==> src/cpm_pkg.sv <==
// Constants, types and field layout of the control-mode pin multiplexer.
// Assumes one 125 MHz clock; all strap and bus pins arrive synchronous to it.
// Function
// - Hardware mode turns port pins into direct function control inputs.
// - Functions without a pin take fixed states in hardware mode.
// - Two mode select pins choose parallel, serial or hardware; pins follow.
// - Hardware mode always feeds the transmit PLL from the transmit clock pin.
// - Straps pick transmit clock: pin, PLL clock, scaled master, receive clock.
// - PLL clock output equals the selected transmit clock in hardware mode.
// - Interrupt pin: active-low output in port modes, jitter select in hardware.
// - Bus style pin: bus style in parallel, unused serial, line coding hardware.
// - Chip select active low in port modes, remote loopback in hardware.
// - Read pin: read strobe parallel, unused serial, receive mode bit 2 hardware.
// - Write pin: write strobe parallel, unused serial, transmit mode bit 3 hardware.
// - Bus bit 0: data parallel, serial out, transmit clock select bit 0 hardware.
// - Bus bit 1: data parallel, serial in, receive mode bit 3 hardware.
// - Two inputs ignored in port modes give transmit mode bits 2 and 1.
package cpm_pkg;

  // Controller mode, one-hot
  typedef enum logic [2:0] {
    MODE_PAR = 3'b001,
    MODE_SER = 3'b010,
    MODE_HW  = 3'b100
  } cpm_mode_e;

  // Mode select pin decode; any other level is hardware mode
  localparam logic [1:0] SEL_PAR = 2'b00;
  localparam logic [1:0] SEL_SER = 2'b01;

  // Transmit clock source codes {b1,b0}
  localparam logic [1:0] TCS_TXCLK = 2'b00;
  localparam logic [1:0] TCS_PLL   = 2'b01;
  localparam logic [1:0] TCS_MCLK  = 2'b10;
  localparam logic [1:0] TCS_RXCLK = 2'b11;

  // Master clock divider: half period in cycles minus one
  localparam int         DIV_W         = 8;
  localparam logic [7:0] MCLK_DIV_LAST = 8'h03;

  // Register bus
  localparam int         AXI_AW      = 8;
  localparam logic [7:0] ADDR_CTRL   = 8'h00;
  localparam logic [7:0] ADDR_STAT   = 8'h04;
  localparam logic [1:0] RESP_OKAY   = 2'b00;
  localparam logic [1:0] RESP_SLVERR = 2'b10;

  // Control register fields
  localparam int          CTRL_JIT    = 0;
  localparam int          CTRL_LCE    = 1;
  localparam int          CTRL_RLP    = 2;
  localparam int          CTRL_RXM    = 3;
  localparam int          CTRL_TXM    = 5;
  localparam int          CTRL_TCS    = 8;
  localparam int          CTRL_JAE    = 10;
  localparam int          CTRL_PSRC   = 11;
  localparam logic [31:0] CTRL_MASK   = 32'h0000_0fff;
  localparam logic [31:0] CTRL_RESET  = 32'h0000_0400;

  // Status register fields
  localparam int STAT_MODE = 0;
  localparam int STAT_TCS  = 3;
  localparam int STAT_TXCK = 5;

  // Fixed states forced in hardware mode
  localparam logic HW_JIT_ATT_EN = 1'b1;
  localparam logic HW_PLL_SRC    = 1'b0;

endpackage

==> src/cpm_clk_if.sv <==
// Interface carrying transmit clock selection between the pin mux and its helpers.
// Assumes all members are sampled by the single system clock.
`timescale 1ns/1ps
interface cpm_clk_if;
  logic [1:0] src_sel;
  logic       tx_clk_in;
  logic       pll_clk;
  logic       rx_clk;
  logic       mclk_scaled;
  logic       tx_clk;

  modport ctl (output src_sel, tx_clk_in, pll_clk, rx_clk, input tx_clk);
  modport div (output mclk_scaled);
  modport mux (input src_sel, tx_clk_in, pll_clk, rx_clk, mclk_scaled, output tx_clk);
endinterface // cpm_clk_if

==> src/cpm_mclk_div.sv <==
// Divider making the scaled master clock as a registered square wave.
// Assumes a synchronous active-high reset.
`timescale 1ns/1ps
module cpm_mclk_div (
  input  wire logic clk_i,
  input  wire logic srst_i,
  cpm_clk_if.div    ck
);
  import cpm_pkg::*;

  logic [DIV_W-1:0] cnt_reg;
  logic             out_reg;
  logic             tick;

  // Enable pulse at end of each half period
  assign tick = (cnt_reg == MCLK_DIV_LAST);

  // Half period counter and toggle
  always_ff @(posedge clk_i) begin
    if (srst_i) begin
      cnt_reg <= '0;
      out_reg <= 1'b0;
    end else if (tick) begin
      cnt_reg <= '0;
      out_reg <= ~out_reg;
    end else begin
      cnt_reg <= cnt_reg + 1'b1;
    end
  end

  assign ck.mclk_scaled = out_reg;

  a_div_toggle: assert property (@(posedge clk_i) disable iff (srst_i)
    $changed(out_reg) |-> $past(cnt_reg) == MCLK_DIV_LAST)
    else $error("scaled clock toggled off count");
endmodule // cpm_mclk_div

==> src/cpm_pin_mux.sv <==
// Top of the control-mode pin multiplexer with transmit clock selection.
// Assumes pins are synchronous to MCLK_I and an AXI4-Lite master on the bus.
//
// Added by the designer: the register addresses and register access over AXI4-Lite.
`timescale 1ns/1ps
module cpm_pin_mux (
  input  wire logic                       MCLK_I,
  input  wire logic                       SRST_I,
  // Register bus
  input  wire logic [cpm_pkg::AXI_AW-1:0] S_AXI_AWADDR_I,
  input  wire logic                       S_AXI_AWVALID_I,
  output logic                            S_AXI_AWREADY_O,
  input  wire logic [31:0]                S_AXI_WDATA_I,
  input  wire logic [3:0]                 S_AXI_WSTRB_I,
  input  wire logic                       S_AXI_WVALID_I,
  output logic                            S_AXI_WREADY_O,
  output logic [1:0]                      S_AXI_BRESP_O,
  output logic                            S_AXI_BVALID_O,
  input  wire logic                       S_AXI_BREADY_I,
  input  wire logic [cpm_pkg::AXI_AW-1:0] S_AXI_ARADDR_I,
  input  wire logic                       S_AXI_ARVALID_I,
  output logic                            S_AXI_ARREADY_O,
  output logic [31:0]                     S_AXI_RDATA_O,
  output logic [1:0]                      S_AXI_RRESP_O,
  output logic                            S_AXI_RVALID_O,
  input  wire logic                       S_AXI_RREADY_I,
  // Shared control pins
  input  wire logic                       CTRL_MODE_SEL_B0_I,
  input  wire logic                       CTRL_MODE_SEL_B1_I,
  input  wire logic                       IRQ_N_I,
  output logic                            IRQ_N_O,
  output logic                            IRQ_N_OE_O,
  input  wire logic                       BUS_STYLE_SEL_I,
  input  wire logic                       CS_N_I,
  input  wire logic                       RD_N_I,
  input  wire logic                       WR_N_I,
  input  wire logic                       BUS_BIT0_I,
  output logic                            BUS_BIT0_O,
  output logic                            BUS_BIT0_OE_O,
  input  wire logic                       BUS_BIT1_I,
  output logic                            BUS_BIT1_O,
  output logic                            BUS_BIT1_OE_O,
  input  wire logic                       TX_MODE_SEL_B2_I,
  input  wire logic                       TX_MODE_SEL_B1_I,
  input  wire logic                       TX_CLK_SRC_SEL_B1_I,
  // Host port side toward the core
  input  wire logic                       IRQ_REQ_I,
  input  wire logic [1:0]                 PAR_AD_DOUT_I,
  input  wire logic                       PAR_AD_OE_I,
  input  wire logic                       SER_MISO_I,
  output logic                            MODE_PAR_O,
  output logic                            MODE_SER_O,
  output logic                            MODE_HW_O,
  output logic                            HOST_CS_N_O,
  output logic                            HOST_RD_N_O,
  output logic                            HOST_WR_N_O,
  output logic                            HOST_BUS_STYLE_O,
  output logic [1:0]                      HOST_AD_O,
  output logic                            HOST_MOSI_O,
  // Function controls toward the core
  output logic                            JITTER_ATT_CLK_SEL_B0_O,
  output logic                            LINE_CODE_EN_O,
  output logic                            REMOTE_LOOPBACK_EN_O,
  output logic [1:0]                      RX_MODE_SEL_B3_B2_O,
  output logic [2:0]                      TX_MODE_SEL_B3_B1_O,
  output logic                            JIT_ATT_EN_O,
  // Transmit clocks
  input  wire logic                       TX_CLK_IN_I,
  input  wire logic                       PLL_CLK_I,
  input  wire logic                       RX_CLK_I,
  output logic                            PLL_IN_O,
  output logic                            TX_CLK_O,
  output logic                            PLL_OUT_O
);
  import cpm_pkg::*;

  cpm_clk_if ck ();

  cpm_mode_e   mode_reg, mode_next;
  logic [31:0] ctrl_reg;
  logic        irq_oe_reg, irq_oe_next;
  logic        cs_n_reg, cs_n_next, rd_n_reg, rd_n_next, wr_n_reg, wr_n_next;
  logic        bsty_reg, bsty_next, mosi_reg, mosi_next;
  logic [1:0]  ad_reg, ad_next;
  logic        b0_o_reg, b0_o_next, b0_oe_reg, b0_oe_next;
  logic        b1_o_reg, b1_o_next, b1_oe_reg, b1_oe_next;
  logic        jit_reg, jit_next, lce_reg, lce_next, rlp_reg, rlp_next;
  logic [1:0]  rxm_reg, rxm_next, tcs_reg, tcs_next;
  logic [2:0]  txm_reg, txm_next;
  logic        jae_reg, jae_next, pll_in_reg, pll_in_next;
  logic        aw_hold, w_hold;
  logic [7:0]  waddr_reg;
  logic [31:0] wdata_reg;
  logic [3:0]  wstrb_reg;
  logic        awready_reg, wready_reg, bvalid_reg, arready_reg, rvalid_reg;
  logic [1:0]  bresp_reg, rresp_reg;
  logic [31:0] rdata_reg, wmask, stat_word;

  // Mode select decode
  always_comb begin
    case ({CTRL_MODE_SEL_B1_I, CTRL_MODE_SEL_B0_I})
      SEL_PAR: mode_next = MODE_PAR;
      SEL_SER: mode_next = MODE_SER;
      default: mode_next = MODE_HW;
    endcase
  end

  always_ff @(posedge MCLK_I) begin
    if (SRST_I) mode_reg <= MODE_PAR;
    else        mode_reg <= mode_next;
  end

  // Shared pin function selection by mode
  always_comb begin
    irq_oe_next = 1'b0;
    cs_n_next   = 1'b1;
    rd_n_next   = 1'b1;
    wr_n_next   = 1'b1;
    bsty_next   = 1'b0;
    ad_next     = 2'b00;
    mosi_next   = 1'b0;
    b0_o_next   = 1'b0;
    b0_oe_next  = 1'b0;
    b1_o_next   = 1'b0;
    b1_oe_next  = 1'b0;
    jit_next    = ctrl_reg[CTRL_JIT];
    lce_next    = ctrl_reg[CTRL_LCE];
    rlp_next    = ctrl_reg[CTRL_RLP];
    rxm_next    = ctrl_reg[CTRL_RXM +: 2];
    txm_next    = ctrl_reg[CTRL_TXM +: 3];
    tcs_next    = ctrl_reg[CTRL_TCS +: 2];
    jae_next    = ctrl_reg[CTRL_JAE];
    pll_in_next = ctrl_reg[CTRL_PSRC] ? RX_CLK_I : TX_CLK_IN_I;
    case (mode_reg)
      MODE_PAR: begin
        irq_oe_next = IRQ_REQ_I;
        cs_n_next   = CS_N_I;
        rd_n_next   = RD_N_I;
        wr_n_next   = WR_N_I;
        bsty_next   = BUS_STYLE_SEL_I;
        ad_next     = {BUS_BIT1_I, BUS_BIT0_I};
        b0_o_next   = PAR_AD_DOUT_I[0];
        b0_oe_next  = PAR_AD_OE_I;
        b1_o_next   = PAR_AD_DOUT_I[1];
        b1_oe_next  = PAR_AD_OE_I;
      end
      MODE_SER: begin
        irq_oe_next = IRQ_REQ_I;
        cs_n_next   = CS_N_I;
        mosi_next   = BUS_BIT1_I;
        b0_o_next   = SER_MISO_I;
        b0_oe_next  = ~CS_N_I;
      end
      MODE_HW: begin
        jit_next    = IRQ_N_I;
        lce_next    = BUS_STYLE_SEL_I;
        rlp_next    = CS_N_I;
        rxm_next    = {BUS_BIT1_I, RD_N_I};
        txm_next    = {WR_N_I, TX_MODE_SEL_B2_I, TX_MODE_SEL_B1_I};
        tcs_next    = {TX_CLK_SRC_SEL_B1_I, BUS_BIT0_I};
        jae_next    = HW_JIT_ATT_EN;
        pll_in_next = TX_CLK_IN_I;
      end
      default: begin
        irq_oe_next = 1'b0;
      end
    endcase
  end

  // Pin and function registers
  always_ff @(posedge MCLK_I) begin
    if (SRST_I) begin
      irq_oe_reg <= 1'b0;
      cs_n_reg   <= 1'b1;
      rd_n_reg   <= 1'b1;
      wr_n_reg   <= 1'b1;
      bsty_reg   <= 1'b0;
      ad_reg     <= 2'b00;
      mosi_reg   <= 1'b0;
      b0_o_reg   <= 1'b0;
      b0_oe_reg  <= 1'b0;
      b1_o_reg   <= 1'b0;
      b1_oe_reg  <= 1'b0;
      jit_reg    <= 1'b0;
      lce_reg    <= 1'b0;
      rlp_reg    <= 1'b0;
      rxm_reg    <= 2'b00;
      txm_reg    <= 3'b000;
      tcs_reg    <= TCS_TXCLK;
      jae_reg    <= HW_JIT_ATT_EN;
      pll_in_reg <= 1'b0;
    end else begin
      irq_oe_reg <= irq_oe_next;
      cs_n_reg   <= cs_n_next;
      rd_n_reg   <= rd_n_next;
      wr_n_reg   <= wr_n_next;
      bsty_reg   <= bsty_next;
      ad_reg     <= ad_next;
      mosi_reg   <= mosi_next;
      b0_o_reg   <= b0_o_next;
      b0_oe_reg  <= b0_oe_next;
      b1_o_reg   <= b1_o_next;
      b1_oe_reg  <= b1_oe_next;
      jit_reg    <= jit_next;
      lce_reg    <= lce_next;
      rlp_reg    <= rlp_next;
      rxm_reg    <= rxm_next;
      txm_reg    <= txm_next;
      tcs_reg    <= tcs_next;
      jae_reg    <= jae_next;
      pll_in_reg <= pll_in_next;
    end
  end

  // Clock selection helpers
  assign ck.src_sel   = tcs_reg;
  assign ck.tx_clk_in = TX_CLK_IN_I;
  assign ck.pll_clk   = PLL_CLK_I;
  assign ck.rx_clk    = RX_CLK_I;

  cpm_mclk_div u_div (
    .clk_i  (MCLK_I),
    .srst_i (SRST_I),
    .ck     (ck.div)
  );

  cpm_txclk_mux u_mux (
    .clk_i  (MCLK_I),
    .srst_i (SRST_I),
    .ck     (ck.mux)
  );

  // Register bus write side
  always_comb begin
    wmask = {{8{wstrb_reg[3]}}, {8{wstrb_reg[2]}}, {8{wstrb_reg[1]}}, {8{wstrb_reg[0]}}};
  end

  always_ff @(posedge MCLK_I) begin
    if (SRST_I) begin
      aw_hold     <= 1'b0;
      w_hold      <= 1'b0;
      awready_reg <= 1'b1;
      wready_reg  <= 1'b1;
      bvalid_reg  <= 1'b0;
      bresp_reg   <= RESP_OKAY;
      waddr_reg   <= '0;
      wdata_reg   <= '0;
      wstrb_reg   <= '0;
      ctrl_reg    <= CTRL_RESET;
    end else begin
      if (S_AXI_AWVALID_I && awready_reg) begin
        aw_hold     <= 1'b1;
        awready_reg <= 1'b0;
        waddr_reg   <= S_AXI_AWADDR_I;
      end
      if (S_AXI_WVALID_I && wready_reg) begin
        w_hold     <= 1'b1;
        wready_reg <= 1'b0;
        wdata_reg  <= S_AXI_WDATA_I;
        wstrb_reg  <= S_AXI_WSTRB_I;
      end
      if (aw_hold && w_hold && !bvalid_reg) begin
        aw_hold    <= 1'b0;
        w_hold     <= 1'b0;
        bvalid_reg <= 1'b1;
        if (waddr_reg == ADDR_CTRL) begin
          ctrl_reg  <= ((ctrl_reg & ~wmask) | (wdata_reg & wmask)) & CTRL_MASK;
          bresp_reg <= RESP_OKAY;
        end else if (waddr_reg == ADDR_STAT) begin
          bresp_reg <= RESP_OKAY;
        end else begin
          bresp_reg <= RESP_SLVERR;
        end
      end
      if (bvalid_reg && S_AXI_BREADY_I) begin
        bvalid_reg  <= 1'b0;
        awready_reg <= 1'b1;
        wready_reg  <= 1'b1;
      end
    end
  end

  // Status word shows live mode and clock selection
  always_comb begin
    stat_word = '0;
    stat_word[STAT_MODE +: 3] = mode_reg;
    stat_word[STAT_TCS +: 2]  = tcs_reg;
    stat_word[STAT_TXCK]      = ck.tx_clk;
  end

  // Register bus read side
  always_ff @(posedge MCLK_I) begin
    if (SRST_I) begin
      arready_reg <= 1'b1;
      rvalid_reg  <= 1'b0;
      rdata_reg   <= '0;
      rresp_reg   <= RESP_OKAY;
    end else if (S_AXI_ARVALID_I && arready_reg) begin
      arready_reg <= 1'b0;
      rvalid_reg  <= 1'b1;
      rresp_reg   <= RESP_OKAY;
      if (S_AXI_ARADDR_I == ADDR_CTRL) begin
        rdata_reg <= ctrl_reg;
      end else if (S_AXI_ARADDR_I == ADDR_STAT) begin
        rdata_reg <= stat_word;
      end else begin
        rdata_reg <= '0;
        rresp_reg <= RESP_SLVERR;
      end
    end else if (rvalid_reg && S_AXI_RREADY_I) begin
      rvalid_reg  <= 1'b0;
      arready_reg <= 1'b1;
    end
  end

  // Output wiring, all from flip-flops except IRQ_N_O, which is tied low
  assign S_AXI_AWREADY_O = awready_reg;
  assign S_AXI_WREADY_O  = wready_reg;
  assign S_AXI_BVALID_O  = bvalid_reg;
  assign S_AXI_BRESP_O   = bresp_reg;
  assign S_AXI_ARREADY_O = arready_reg;
  assign S_AXI_RVALID_O  = rvalid_reg;
  assign S_AXI_RDATA_O   = rdata_reg;
  assign S_AXI_RRESP_O   = rresp_reg;
  assign IRQ_N_O         = 1'b0; // Open drain pulls low only
  assign IRQ_N_OE_O      = irq_oe_reg;
  assign BUS_BIT0_O      = b0_o_reg;
  assign BUS_BIT0_OE_O   = b0_oe_reg;
  assign BUS_BIT1_O      = b1_o_reg;
  assign BUS_BIT1_OE_O   = b1_oe_reg;
  assign MODE_PAR_O      = mode_reg[0];
  assign MODE_SER_O      = mode_reg[1];
  assign MODE_HW_O       = mode_reg[2];
  assign HOST_CS_N_O     = cs_n_reg;
  assign HOST_RD_N_O     = rd_n_reg;
  assign HOST_WR_N_O     = wr_n_reg;
  assign HOST_BUS_STYLE_O = bsty_reg;
  assign HOST_AD_O       = ad_reg;
  assign HOST_MOSI_O     = mosi_reg;
  assign JITTER_ATT_CLK_SEL_B0_O = jit_reg;
  assign LINE_CODE_EN_O  = lce_reg;
  assign REMOTE_LOOPBACK_EN_O = rlp_reg;
  assign RX_MODE_SEL_B3_B2_O = rxm_reg;
  assign TX_MODE_SEL_B3_B1_O = txm_reg;
  assign JIT_ATT_EN_O    = jae_reg;
  assign PLL_IN_O        = pll_in_reg;
  assign TX_CLK_O        = ck.tx_clk;
  assign PLL_OUT_O       = ck.tx_clk;

  // Checks
  a_mode_decode: assert property (@(posedge MCLK_I) disable iff (SRST_I)
    {CTRL_MODE_SEL_B1_I, CTRL_MODE_SEL_B0_I} == SEL_SER |=> mode_reg == MODE_SER)
    else $error("serial mode not decoded");
  a_hw_pll_feed: assert property (@(posedge MCLK_I) disable iff (SRST_I)
    mode_reg == MODE_HW |=> pll_in_reg == $past(TX_CLK_IN_I))
    else $error("PLL not fed from transmit clock pin");
  a_pll_out_same: assert property (@(posedge MCLK_I) disable iff (SRST_I)
    mode_reg == MODE_HW && ck.src_sel == TCS_PLL |=> PLL_OUT_O == $past(PLL_CLK_I))
    else $error("PLL output differs from transmit clock");
  a_irq_port_mode: assert property (@(posedge MCLK_I) disable iff (SRST_I)
    mode_reg != MODE_HW |=> irq_oe_reg == $past(IRQ_REQ_I))
    else $error("interrupt drive wrong");
  a_irq_hw_input: assert property (@(posedge MCLK_I) disable iff (SRST_I)
    mode_reg == MODE_HW |=> !irq_oe_reg && jit_reg == $past(IRQ_N_I))
    else $error("jitter select not from pin");
  a_hw_line_code: assert property (@(posedge MCLK_I) disable iff (SRST_I)
    mode_reg == MODE_HW |=> lce_reg == $past(BUS_STYLE_SEL_I) && !bsty_reg)
    else $error("line coding not from pin");
  a_hw_loopback: assert property (@(posedge MCLK_I) disable iff (SRST_I)
    mode_reg == MODE_HW |=> cs_n_reg && rlp_reg == $past(CS_N_I))
    else $error("loopback not from chip select pin");
  a_ser_strobes: assert property (@(posedge MCLK_I) disable iff (SRST_I)
    mode_reg == MODE_SER |=> rd_n_reg && wr_n_reg)
    else $error("strobes active in serial mode");
  a_ser_miso: assert property (@(posedge MCLK_I) disable iff (SRST_I)
    mode_reg == MODE_SER |=> b0_oe_reg == !$past(CS_N_I) && b0_o_reg == $past(SER_MISO_I))
    else $error("serial out drive wrong");
  a_hw_no_drive: assert property (@(posedge MCLK_I) disable iff (SRST_I)
    mode_reg == MODE_HW |=> !b0_oe_reg && !b1_oe_reg)
    else $error("bus pin driven in hardware mode");
  a_hw_tx_mode: assert property (@(posedge MCLK_I) disable iff (SRST_I)
    mode_reg == MODE_HW |=> txm_reg == $past({WR_N_I, TX_MODE_SEL_B2_I, TX_MODE_SEL_B1_I}))
    else $error("transmit mode not from pins");
  a_hw_fixed: assert property (@(posedge MCLK_I) disable iff (SRST_I)
    mode_reg == MODE_HW |=> jae_reg == HW_JIT_ATT_EN)
    else $error("fixed state not forced");
endmodule // cpm_pin_mux

==> src/cpm_txclk_mux.sv <==
// Registered four-way transmit clock source selector.
// Assumes clocks arrive as levels sampled by the system clock.
`timescale 1ns/1ps
module cpm_txclk_mux (
  input  wire logic clk_i,
  input  wire logic srst_i,
  cpm_clk_if.mux    ck
);
  import cpm_pkg::*;

  logic tx_clk_reg;

  // Pick source by select code
  always_ff @(posedge clk_i) begin
    if (srst_i) begin
      tx_clk_reg <= 1'b0;
    end else begin
      case (ck.src_sel)
        TCS_TXCLK: tx_clk_reg <= ck.tx_clk_in;
        TCS_PLL:   tx_clk_reg <= ck.pll_clk;
        TCS_MCLK:  tx_clk_reg <= ck.mclk_scaled;
        TCS_RXCLK: tx_clk_reg <= ck.rx_clk;
        default:   tx_clk_reg <= ck.tx_clk_in;
      endcase
    end
  end

  assign ck.tx_clk = tx_clk_reg;

  a_src_pin: assert property (@(posedge clk_i) disable iff (srst_i)
    ck.src_sel == TCS_TXCLK |=> tx_clk_reg == $past(ck.tx_clk_in))
    else $error("transmit clock not from pin");
  a_src_rx: assert property (@(posedge clk_i) disable iff (srst_i)
    ck.src_sel == TCS_RXCLK |=> tx_clk_reg == $past(ck.rx_clk))
    else $error("transmit clock not from receive clock");
endmodule // cpm_txclk_mux
==> config.mk <==
export PLATFORM = sky130hd
export DESIGN_NAME = cpm_pin_mux
export DESIGN_NICKNAME = d
export VERILOG_FILES = /design/src/cpm_pkg.sv /design/src/cpm_clk_if.sv /design/src/cpm_mclk_div.sv /design/src/cpm_pin_mux.sv /design/src/cpm_txclk_mux.sv
export SDC_FILE = /design/constraint.sdc
export NUM_CORES = 1
export LEC_CHECK = 0
export BUFFER_PORTS_ARGS = -buffer_cell sky130_fd_sc_hd__buf_4
export CAP_MARGIN = 10
export CORE_MARGIN = 5
export CORE_UTILIZATION = 44
export CTS_CLUSTER_DIAMETER = 80
export CTS_CLUSTER_SIZE = 30
export DETAILED_ROUTE_END_ITERATION = 12
export PLACE_DENSITY_LB_ADDON = 0.08
export SLEW_MARGIN = 20
export SYNTH_ARGS = -nofsm -noshare
export SYNTH_HDL_FRONTEND = slang
export SYNTH_SLANG_ARGS = --single-unit
==> constraint.sdc <==
create_clock -name MCLK_I -period 4.4 [get_ports MCLK_I]
set_clock_uncertainty 0.05 [all_clocks]
set_input_delay 0.22 -clock MCLK_I [delete_from_list [all_inputs] [get_ports MCLK_I]]
set_output_delay 0.22 -clock MCLK_I [all_outputs]
set_load 0.005 [all_outputs]
======== After elaboration in Yosys (flattened, before gate mapping) ========
Index checks and enable logic that the tools add are counted.
Widths: inputs -> output; s select.
cells by class
  $lt $le $gt $ge ......................... 0
  reduce and logical (&&, ||, !) cells .... 22
  shifts and indexed selects .............. 0
  add/subtract/negate cells ............... 1
  bitwise gates (word level) .............. 9
  div/mod/pow operators ................... 0
  multiply operators ...................... 0
  muxes and demuxes ....................... 22
  equality and inequality tests ........... 10
operators by type and width
  kind                 count
  $and 12x12->12       2
  $eq 8x3->1 const B   2
  $logic_not 8->1      2
  $reduce_or 2->1      8
  $mux 12              1
  $mux 2               6
  $not 12->12          1
  $or 12x12->12        1
  $mux 1               9
  $add 8x1->8 const B  1
  $eq 8x2->1 const B   1
  $logic_and 1x1->1    7
  $mux 6               1
  $pmux 3 s2           1
  $not 1->1            5
  $eq 2x1->1 const B   2
  $eq 2x2->1 const B   2
  $logic_not 2->1      2
  $pmux 1 s2           2
  $pmux 1 s4           1
  $eq 3x1->1 const B   1
  $eq 3x2->1 const B   1
  $eq 3x3->1 const B   1
  $mux 3               1
  3 further kinds      3
word-level totals
  latch bits .............................. 0
  output and inout bits ................... 69
  input port bits ......................... 79
  memory bits (read-only) ................. 0
  RAM bits ................................ 0
  memories kept ........................... 0
  register bits after elaboration ......... 114

======== Depth between registers and ports, before layout ========
Gate-level depths: netlist of the first run.
  depth in word-level cells ............... 4
  mapped depth ............................ 5
  depth with buffers taken out ............ 4

======== By module ========
A second synthesis of the first run with hierarchy kept.
second synthesis, totals
  cell total of the unflattened synthesis .. 399
  area, all modules ....................... 3639.7 µm²
by module, submodules not included
  module         cells an instance  instances  area an instance (µm²)
  cpm_pin_mux    355                1          3211.8
  cpm_mclk_div   41                 1          371.6
  cpm_txclk_mux  3                  1          56.3

======== Least setup slack after synthesis of the first run ========
No wires, ideal clock.
  kind .................................... reg-to-reg
  from .................................... register waddr_reg[6]
  to ...................................... register with a tool-made name
  stages on the path, launching flop included .. 4
  path buffers ............................ 0
  arrival time ............................ 1.651 ns
  data required time ...................... 4.278 ns
  clock period less this slack ............ 1.773 ns
  setup slack ............................. 2.627 ns
  cells stage by stage .................... dfxtp_1 or4_4 nor4_4 mux2i_1
RTL lines
  item                    RTL line            RTL
  from (decl)             cpm_pin_mux.sv:92   logic [7:0] waddr_reg;
  from (signal assigned)  cpm_pin_mux.sv:246  waddr_reg <= '0;
  from (signal assigned)  cpm_pin_mux.sv:254  waddr_reg <= S_AXI_AWADDR_I;

==> impl_metrics.csv, run 1 <==
group,metric,value,unit
hold_path,hold_path.class,"in2reg",
hold_path,hp-start,"CTRL_MODE_SEL_B0_I",
sta,hold_slack,10.50,ps
global_routing,met2_usage,24.81,%
global_routing,antenna_found_initial,0,
routing,drtIter0Drc,91,
routing,antenna_left,0,
clock_network,cts_tree,"done",
routing,via_count,2919,
clock_network,clock-sinks,92,
floorplanning,ios,148,
logic_synthesis,synth_edf_count,0,
pwr,clockPowerShare,39.3,%
logic_synthesis,synthCells,398,
logic_synthesis,syn_area,3622,sq um
pwr,sw_frac_of_total,22.90,%
global_routing,gr-usage-met3,3.599,%
setup_path,crit_path_start,"waddr_reg[6]$_SDFFE_PP0P_",
sta,max_freq,514.1,MHz
sta,tightest_slew,842.4,ps
logic_synthesis,seq_area_frac_synth,50.85,%
pwr,p_per_area,371.2,nW/um^2
place,dp_hpwl,5836,um
routing,viasPerCell,4.825,
clock_network,clkTransAtPathRegs,90,ps
floorplanning,die-width,100.7,um
layout,final_nets,575,
place,io_buffer_count,102,
setup_path,worstPathRequired,4630,ps
global_routing,grt_pass1_wl,12790,um
pwr,p_switching,394.8,uW
logic_synthesis,avgSynthCellArea,9.101,sq um
floorplanning,core_area,8134,sq um
global_routing,grt_pass1_vias,2776,
setup_path,critPathKind,"reg2reg",
logic_synthesis,yosys_warnings,0,
logic_synthesis,synth_cell_types,43,
pwr,p_int,1329,uW
clock_network,clock_latency,360,ps
run_status,outcome,"complete, no violations",
pwr,power_frac_seq,51.1,%
logic_synthesis,ys_async_sr_fraction,0,%
place,place_congestion,0.7311,
flow_run,maxCapViolations,0,
layout,diodes,0,
setup_path,cp-end-kind,"flip-flop",
sta,rsz0062_at_grt,"false",
clock_network,cts_setup_buffers,0,
floorplanning,die_area,10150,sq um
sta,setup_viol,0,
clock_network,clockBufferDepth,2,
clock_network,h-tree-depth,3,
layout,area_growth,28.19,%
pwr,pwr-share-comb,9.6,%
sta,hold_violations,0,
setup_path,r2r-start,"waddr_reg[6]$_SDFFE_PP0P_",
sta,drv_slew,0,
global_routing,top_usage_layer,"met2",
sta,min_period,1945,ps
sta,final.setup.tns,0,ps
logic_synthesis,ys_ff_latch,92,
clock_network,cts_made_buffers,9,
clock_network,cts-root-buf,"clkbuf_8",
logic_synthesis,synth_ff_type,"dfxtp_1",
floorplanning,die_h,100.7,um
clock_network,post_cts_resized,0,
global_routing,grt-ovfl-total,0,
global_routing,grt_start_max_net_pins,85,
sta,maxSlewHeadroom,43.41,%
setup_path,cp_max_fo,8,
pwr,ir_worst_vdd,170.0,uV
global_routing,use_met1,20.63,%
routing,wl,7940,um
floorplanning,initial_core_util,44.53,%
routing,dr.pass1.iters,4,
routing,wire_per_inst,13.12,um
floorplanning,rows,33,
sta,min_period_over_period,44.21,%
global_routing,track_usage,15.62,%
routing,post-route-drc-count,0,
setup_path,critPathLaunchType,"flip-flop",
pwr,p_leak,0.001928,uW
layout,drive_gt1_share,26.00,%
setup_path,crit_arrival,2180,ps
power by group through the flow:
stage                     registers, uW  logic (uW)  clock network, uW
final                               881         165                677
after global routing                886         185                729
after CTS                           882         167                696
after detailed placement            901         164                  0
after global placement              900         162                  0
after floorplan                     897         104                  0
path summary, 6_finish.rpt:
check | end | slack [ps] | cells after the start
setup / recovery | flip-flop | 2450 | 3
hold reg to reg | u_div.cnt_reg[0]$_SDFF_PP0_ | 410 | 1
hold / removal | mode_reg[0]$_SDFF_PP1_ | 10 | 2
setup reg to reg | flip-flop | 2450 | 3
per-stage QoR:
step | area (sq um) | cells | power (uW) | setup WS [ps] | utilization, %
6_report | 4643 | 605 | 1724 | 2455 | 57.08
5_1_grt | 4643 | 605 | 1799 | 2343 | 57.08
4_1_cts | 4643 | 605 | 1744 | 2415 | 57.08
3_5_place_dp | 4358 | 585 | 1065 | 2440 | 53.58
3_3_place_gp | 4358 | 585 | 1062 | 2468 | 53.58
2_1_floorplan | 3705 | 420 | 1001 | 2627 | -
cells in the mapped netlist (all sizes together) (2+ instances only):
cell type | count | area (sq um)
a21oi | 48 | 240.2
a22o | 6 | 52.55
a22oi | 2 | 15.01
and2 | 3 | 18.77
and3 | 7 | 43.79
buf | 25 | 183.9
clkbuf | 18 | 67.56
dfxtp | 92 | 1842
inv | 5 | 18.77
mux2 | 6 | 67.56
mux2i | 12 | 120.1
nand2 | 68 | 255.2
nand2b | 28 | 175.2
nand3 | 12 | 60.06
nand3b | 2 | 15.01
nand4 | 7 | 43.79
nor2 | 13 | 48.80
nor2b | 4 | 25.02
nor3 | 7 | 35.03
nor3b | 3 | 22.52
nor4 | 4 | 61.31
o21ai | 6 | 30.02
o21bai | 2 | 15.01
or3 | 4 | 30.03
xor2 | 2 | 17.52
what timing repair did:
action | CTS | global route
hold buffers | 4 | 0
setup endpoints to repair | 0 | 0
endpoints found under the hold margin | 5 | 0
area by class of cell:
class	instances	area [sq um]
fill	755	3491
sequential	92	1842
multi-input combinational	280	1593
timing repair buffer	107	813.3
tap	105	131.4
clock buffer	9	123.9
clock inverter	7	121.4
inverter	5	18.77
cells in the final DEF (no fill, tap or decap), drive strengths merged, types with 2 or more instances in the layout:
cell type    count
a21oi           48
a22o             6
a22oi            2
and2             3
and3             7
buf            103
bufinv           3
clkbuf           9
clkinv           2
conb            23
dfxtp           92
dlygate4sd3      4
inv              7
mux2             6
mux2i           12
nand2           68
nand2b          28
nand3           12
nand3b           2
nand4            7
nor2            13
nor2b            4
nor3             7
nor3b            3
nor4             4
o21ai            6
o21bai           2
or3              4
xor2             2
routing by layer:
metal	share of wire, %	vias up
met1	46	1319
met4	1.6	0
met2	45	90
li1	-	1496
met5	0	-
met3	7.7	14
critical path, cell delays in order (launching register included):
cell	delay [ps]
dfxtp_1	320
or4_4	580
nor4_4	680
mux2i_1	250
cells by family (layout without fill, tap and decap cells):
family,Yosys count,after routing,synth area share [%]
AO/OA/AOI/OAI,67,67,10.47
XOR/XNOR,3,3,0.7255
adder cells (fa/ha/maj),1,1,0.3454
buffers and inverters,48,128,7.461
flip-flops,92,92,50.85
multiplexers,19,19,5.803
other,1,23,0.1035
AND/OR/NAND/NOR,167,167,24.25
(Power assumes the default switching activity.)
==> run 2: changes to the inputs <==
Settings changed: ABC_AREA set to 1, CORE_UTILIZATION 44 to 43.
Clock period 4.4 ns to 1.7 ns, I/O delays scaled along.
==> impl_metrics.csv, run 2 <==
group,metric,value,unit
routing,drtIter0Drc,99,
run_status,outcome,"complete, no violations",
clock_network,clockBufferDepth,2,
floorplanning,die_h,101.6,um
clock_network,cts_tree,"done",
setup_path,critPathLaunchType,"flip-flop",
setup_path,critPathKind,"reg2reg",
logic_synthesis,synth.top_cell.area_share,51.02,%
routing,viasPerCell,4.602,
global_routing,met2_usage,28.57,%
place,dp_slack,317.5,ps
layout,area_growth,39.17,%
routing,antenna_left,0,
routing,post-route-drc-count,0,
pwr,ir_worst_vdd,390.0,uV
floorplanning,ios,148,
routing,dr.pass1.iters,5,
logic_synthesis,synth_cell_types,34,
global_routing,grt-ovfl-total,0,
place,dp_hpwl,6348,um
global_routing,grt_pass1_vias,3101,
clock_network,clkTransAtPathRegs,80,ps
setup_path,cp_max_fo,14,
sta,worst_slack,311.6,ps
sta,final.setup.tns,0,ps
flow_run,maxCapViolations,0,
clock_network,post_cts_resized,0,
layout,final_common_cell,"buf_4",
setup_path,crit_arrival,1560,ps
layout,fill_cells,774,
logic_synthesis,avgSynthCellArea,7.864,sq um
logic_synthesis,synth_top_area_cell,"dfxtp_1",
clock_network,clock-sinks,92,
layout,diodes,0,
place,placedCellCount,655,
logic_synthesis,seq_area_frac_synth,51.02,%
sta,setup_viol,0,
routing,wl,8936,um
layout,finalNonFillerCells,716,
pwr,p_int,3285,uW
global_routing,gr-usage-met3,3.994,%
routing,via_count,3295,
logic_synthesis,synthMostInstantiatedCell,"nor2_1",
clock_network,clock_latency,350,ps
logic_synthesis,synth_edf_count,0,
setup_path,cp-end-kind,"flip-flop",
pwr,clockPowerShare,31.8,%
global_routing,antenna_found_initial,0,
pwr,pwr-share-comb,14.3,%
sta,max_freq,720.3,MHz
setup_path,worstPathRequired,1880,ps
logic_synthesis,ys_async_sr_fraction,0,%
pwr,p_switching,1073,uW
global_routing,grt_start_max_net_pins,30,
hold_path,hold_path.class,"in2reg",
sta,hold_slack,50.67,ps
layout,layout_common_cells,"110 x buf_4, 100 x nor2_1, 92 x dfxtp_1",
sta,min_period,1388,ps
logic_synthesis,ys_ff_latch,92,
sta,drv_slew,0,
pwr,sw_frac_of_total,24.62,%
pwr,p_leak,0.002291,uW
sta,rsz0062_at_grt,"false",
global_routing,use_met1,23.33,%
logic_synthesis,ys_top_cells_by_area,"dfxtp_1 51%, nor2_1 10%, nand2_1 5.8%, buf_4 5.6%, o21ai_0 4.7%",
clock_network,h-tree-depth,3,
layout,drive_gt1_share,22.59,%
logic_synthesis,synth_common_cells,"100 x nor2_1, 92 x dfxtp_1, 56 x nand2_1",
place,place_congestion,0.7635,
logic_synthesis,synthCells,459,
global_routing,top_usage_layer,"met2",
sta,min_period_over_period,81.67,%
pwr,power_frac_seq,53.9,%
logic_synthesis,synth_ff_type,"dfxtp_1",
floorplanning,core_area,8217,sq um
logic_synthesis,syn_area,3610,sq um
clock_network,cts-root-buf,"clkbuf_8",
floorplanning,die_area,10330,sq um
routing,wire_per_inst,12.48,um
layout,final_nets,687,
clock_network,cts_setup_buffers,0,
place,io_buffer_count,102,
floorplanning,rows,33,
floorplanning,initial_core_util,43.93,%
pwr,p_per_area,867.5,nW/um^2
logic_synthesis,yosys_warnings,0,
clock_network,cts_made_buffers,9,
global_routing,track_usage,17.70,%
floorplanning,die-width,101.6,um
sta,hold_violations,0,
global_routing,grt_pass1_wl,14350,um
-- run 2: cell types whose count changed in the layout (fill, tap and decap cells not counted), moves of 10 or more --
cell / previous run / this run
nand2_1: 68 / 56
a21oi_1: 48 / 29
inv_1: 5 / 29
nand2b_1: 28 / 0
o21ai_0: 5 / 34
dlygate4sd3_1: 4 / 46
o21ai_1: 1 / 11
mux2i_1: 12 / 0
nor2_1: 13 / 100
-- run 2: area by class of cell --
class,count,area [sq um],share of cell area (%)
clock inverter,1,5.005,0.09963
multi-input combinational,315,1453,28.92
sequential,92,1842,36.66
inverter,33,123.9,2.466
tap,105,131.4,2.615
clock buffer,14,182.7,3.636
timing repair buffer,156,1286,25.60
-- run 2: worst max-delay path: stages (launching register included) --
cell and delay, ps:
dfxtp_1 330, nor2_2 120, nand2_2 90, nor2_4 280, nand3_2 220, nand2_1 110
a21oi_1 70
-- run 2: path summary, 6_finish.rpt --
path | startpoint | end | slack [ps] | depth (start not counted)
max reg2reg | waddr_reg[5]$_SDFFE_PP0P_ | flip-flop | 310 | 6
min | S_AXI_ARVALID_I | S_AXI_RVALID_O$_SDFFE_PP0P_ | 50 | 3
max | waddr_reg[5]$_SDFFE_PP0P_ | flip-flop | 310 | 6
min reg2reg | u_div.cnt_reg[0]$_SDFF_PP0_ | u_div.cnt_reg[0]$_SDFF_PP0_ | 400 | 1
-- run 2: per-stage QoR --
stage / cell area, sq um / util, % / power [uW]
floorplan: 3692 / - / 2719
global placement: 4375 / 53.25 / 2926
detailed placement: 4375 / 53.25 / 2941
CTS: 5024 / 61.14 / 4409
global route: 5024 / 61.14 / 4598
finish: 5024 / 61.14 / 4358
-- run 2: logic make-up (layout without fill, tap and decap cells) --
kind of cell,count (synthesis),after routing,share of synthesized area (%)
XOR/XNOR,6,6,1.456
buffers and inverters,74,204,11.02
AO/OA/AOI/OAI,80,80,11.47
adder cells (fa/ha/maj),1,1,0.3466
AND/OR/NAND/NOR,205,205,24.58
flip-flops,92,92,51.02
other,1,23,0.1039
-- run 2: power groups by stage --
stage               clock network, uW  logic, uW  registers (uW)
finish                           1390        622            2350
global route                     1530        701            2370
CTS                              1430        625            2350
detailed placement                  0        539            2400
global placement                    0        530            2400
floorplan                           0        333            2390
-- run 2: what timing repair did --
item / in CTS / in global routing
endpoints found under the hold margin: 55 / 0
endpoints found under the setup margin: 0 / 0
hold buffers: 46 / 0
-- run 2: metal layers --
layer | routed length (um) | vias to the layer above
met5 | 0 | -
met4 | 72 | 0
met3 | 773 | 6
met2 | 4050 | 113
met1 | 4040 | 1447
li1 | - | 1729
==> run 3: changes to the inputs <==
Settings changed: CORE_UTILIZATION 43 to 44.
Clock period 1.7 ns to 1.4 ns, I/O delays scaled along.
==> impl_metrics.csv, run 3 (synthesis gave the netlist of run 2 again) <==
group,metric,value,unit
routing,dr.pass1.iters,4,
layout,final_common_cell,"buf_4",
sta,setup_viol,0,
routing,viasPerCell,4.570,
pwr,p_per_area,1011,nW/um^2
global_routing,grt_pass1_vias,3117,
routing,post-route-drc-count,0,
floorplanning,ios,148,
floorplanning,die-width,100.6,um
layout,drive_gt1_share,23.83,%
floorplanning,rows,33,
clock_network,clockBufferDepth,2,
routing,drtIter0Drc,116,
global_routing,grt-ovfl-total,0,
layout,finalNonFillerCells,726,
run_status,outcome,"complete, no violations",
clock_network,h-tree-depth,3,
floorplanning,initial_core_util,44.60,%
routing,wire_per_inst,12.55,um
clock_network,cts-root-buf,"clkbuf_8",
hold_path,hold_path.class,"in2reg",
place,placedCellCount,659,
pwr,p_leak,0.002336,uW
setup_path,crit_arrival,1560,ps
sta,min_period_over_period,94.36,%
floorplanning,die_area,10120,sq um
place,place_area,4418,sq um
global_routing,grt_pass1_wl,14660,um
place,dp_hpwl,6338,um
place,dp_slack,107.6,ps
sta,worst_slack,78.97,ps
layout,fill_cells,754,
layout,final_nets,698,
clock_network,cts_tree,"done",
clock_network,clock_latency,350,ps
setup_path,cp-end-kind,"flip-flop",
routing,via_count,3318,
global_routing,track_usage,18.23,%
setup_path,worstPathRequired,1640,ps
global_routing,grt_start_max_net_pins,49,
layout,seqCellArea,1842,sq um
setup_path,critPathKind,"reg2reg",
floorplanning,die_h,100.6,um
sta,max_freq,757.0,MHz
pwr,ir_worst_vdd,495.8,uV
setup_path,critPathLaunchType,"flip-flop",
global_routing,antenna_found_initial,0,
routing,wl,9111,um
clock_network,clkTransAtPathRegs,80,ps
sta,drv_slew,0,
sta,hold_violations,0,
layout,area_growth,41.59,%
flow_run,maxCapViolations,0,
clock_network,cts_made_buffers,9,
routing,antenna_left,0,
sta,rsz0062_at_grt,"true",
layout,stdcell_area,5111,sq um
layout,layout_common_cells,"117 x buf_4, 99 x nor2_1, 92 x dfxtp_1",
layout,diodes,0,
floorplanning,core_area,8093,sq um
place,io_buffer_count,102,
setup_path,cp_max_fo,10,
layout,multi_input_area,1468,sq um
sta,min_period,1321,ps
pwr,power.total,5167,uW
place,place_congestion,0.7590,
clock_network,clock-sinks,92,
run 3: worst max-delay path: stages (launching register included):
cell and delay, ps:
dfxtp_1 340, nand2_1 110, nor2_4 280, buf_4 200
nand4_1 140, a21oi_1 160
run 3: repair_timing:
item                       in CTS  in global routing
setup buffers                   0                  5
hold endpoints to repair       59                  0
resized for setup               0                  4
setup endpoints to repair       0                 14
hold buffers                   48                  0
run 3: metal layers:
metal  routed length (um)  share of wire, %  GRT usage (%)
met1                 4038                44          23.64
met2                 4331                48          30.28
met3                  619               6.8          3.529
met4                  121               1.3          6.425
met5                    0                 0              0
run 3: per-stage QoR:
step / hold slack, ps / setup TNS (ps) / utilization (%)
2_1_floorplan: 91.97 / 0 / -
3_3_place_gp: 193.5 / 0 / 54.59
3_5_place_dp: 196.3 / 0 / 54.59
4_1_cts: 10.83 / 0 / 62.46
5_1_grt: 28.08 / -60.89 / 63.16
6_report: 25.16 / 0 / 63.16
run 3: path summary, 6_finish.rpt:
kind / cells past startpoint / end / slack [ps] / startpoint
worst max-delay path: 5 / flip-flop / 80 / aw_hold$_SDFFE_PP0P_
worst min-delay path: 3 / S_AXI_RVALID_O$_SDFFE_PP0P_ / 30 / S_AXI_ARVALID_I
worst max register to register: 5 / flip-flop / 80 / aw_hold$_SDFFE_PP0P_
worst min register to register: 1 / u_div.cnt_reg[0]$_SDFF_PP0_ / 400 / u_div.cnt_reg[0]$_SDFF_PP0_
run 3: area by class of cell:
class | instances | share of cell area [%]
inverters | 33 | 2.424
flip-flops and latches | 92 | 36.03
clock buffers | 11 | 2.766
well taps | 105 | 2.570
multi-input cells | 315 | 28.71
clock inverters | 3 | 0.2938
repair buffers | 167 | 27.20
run 3: power breakdown:
part           internal, uW  switching (uW)
sequential             2760            93.9
clock                   667             840
combinational           437             371
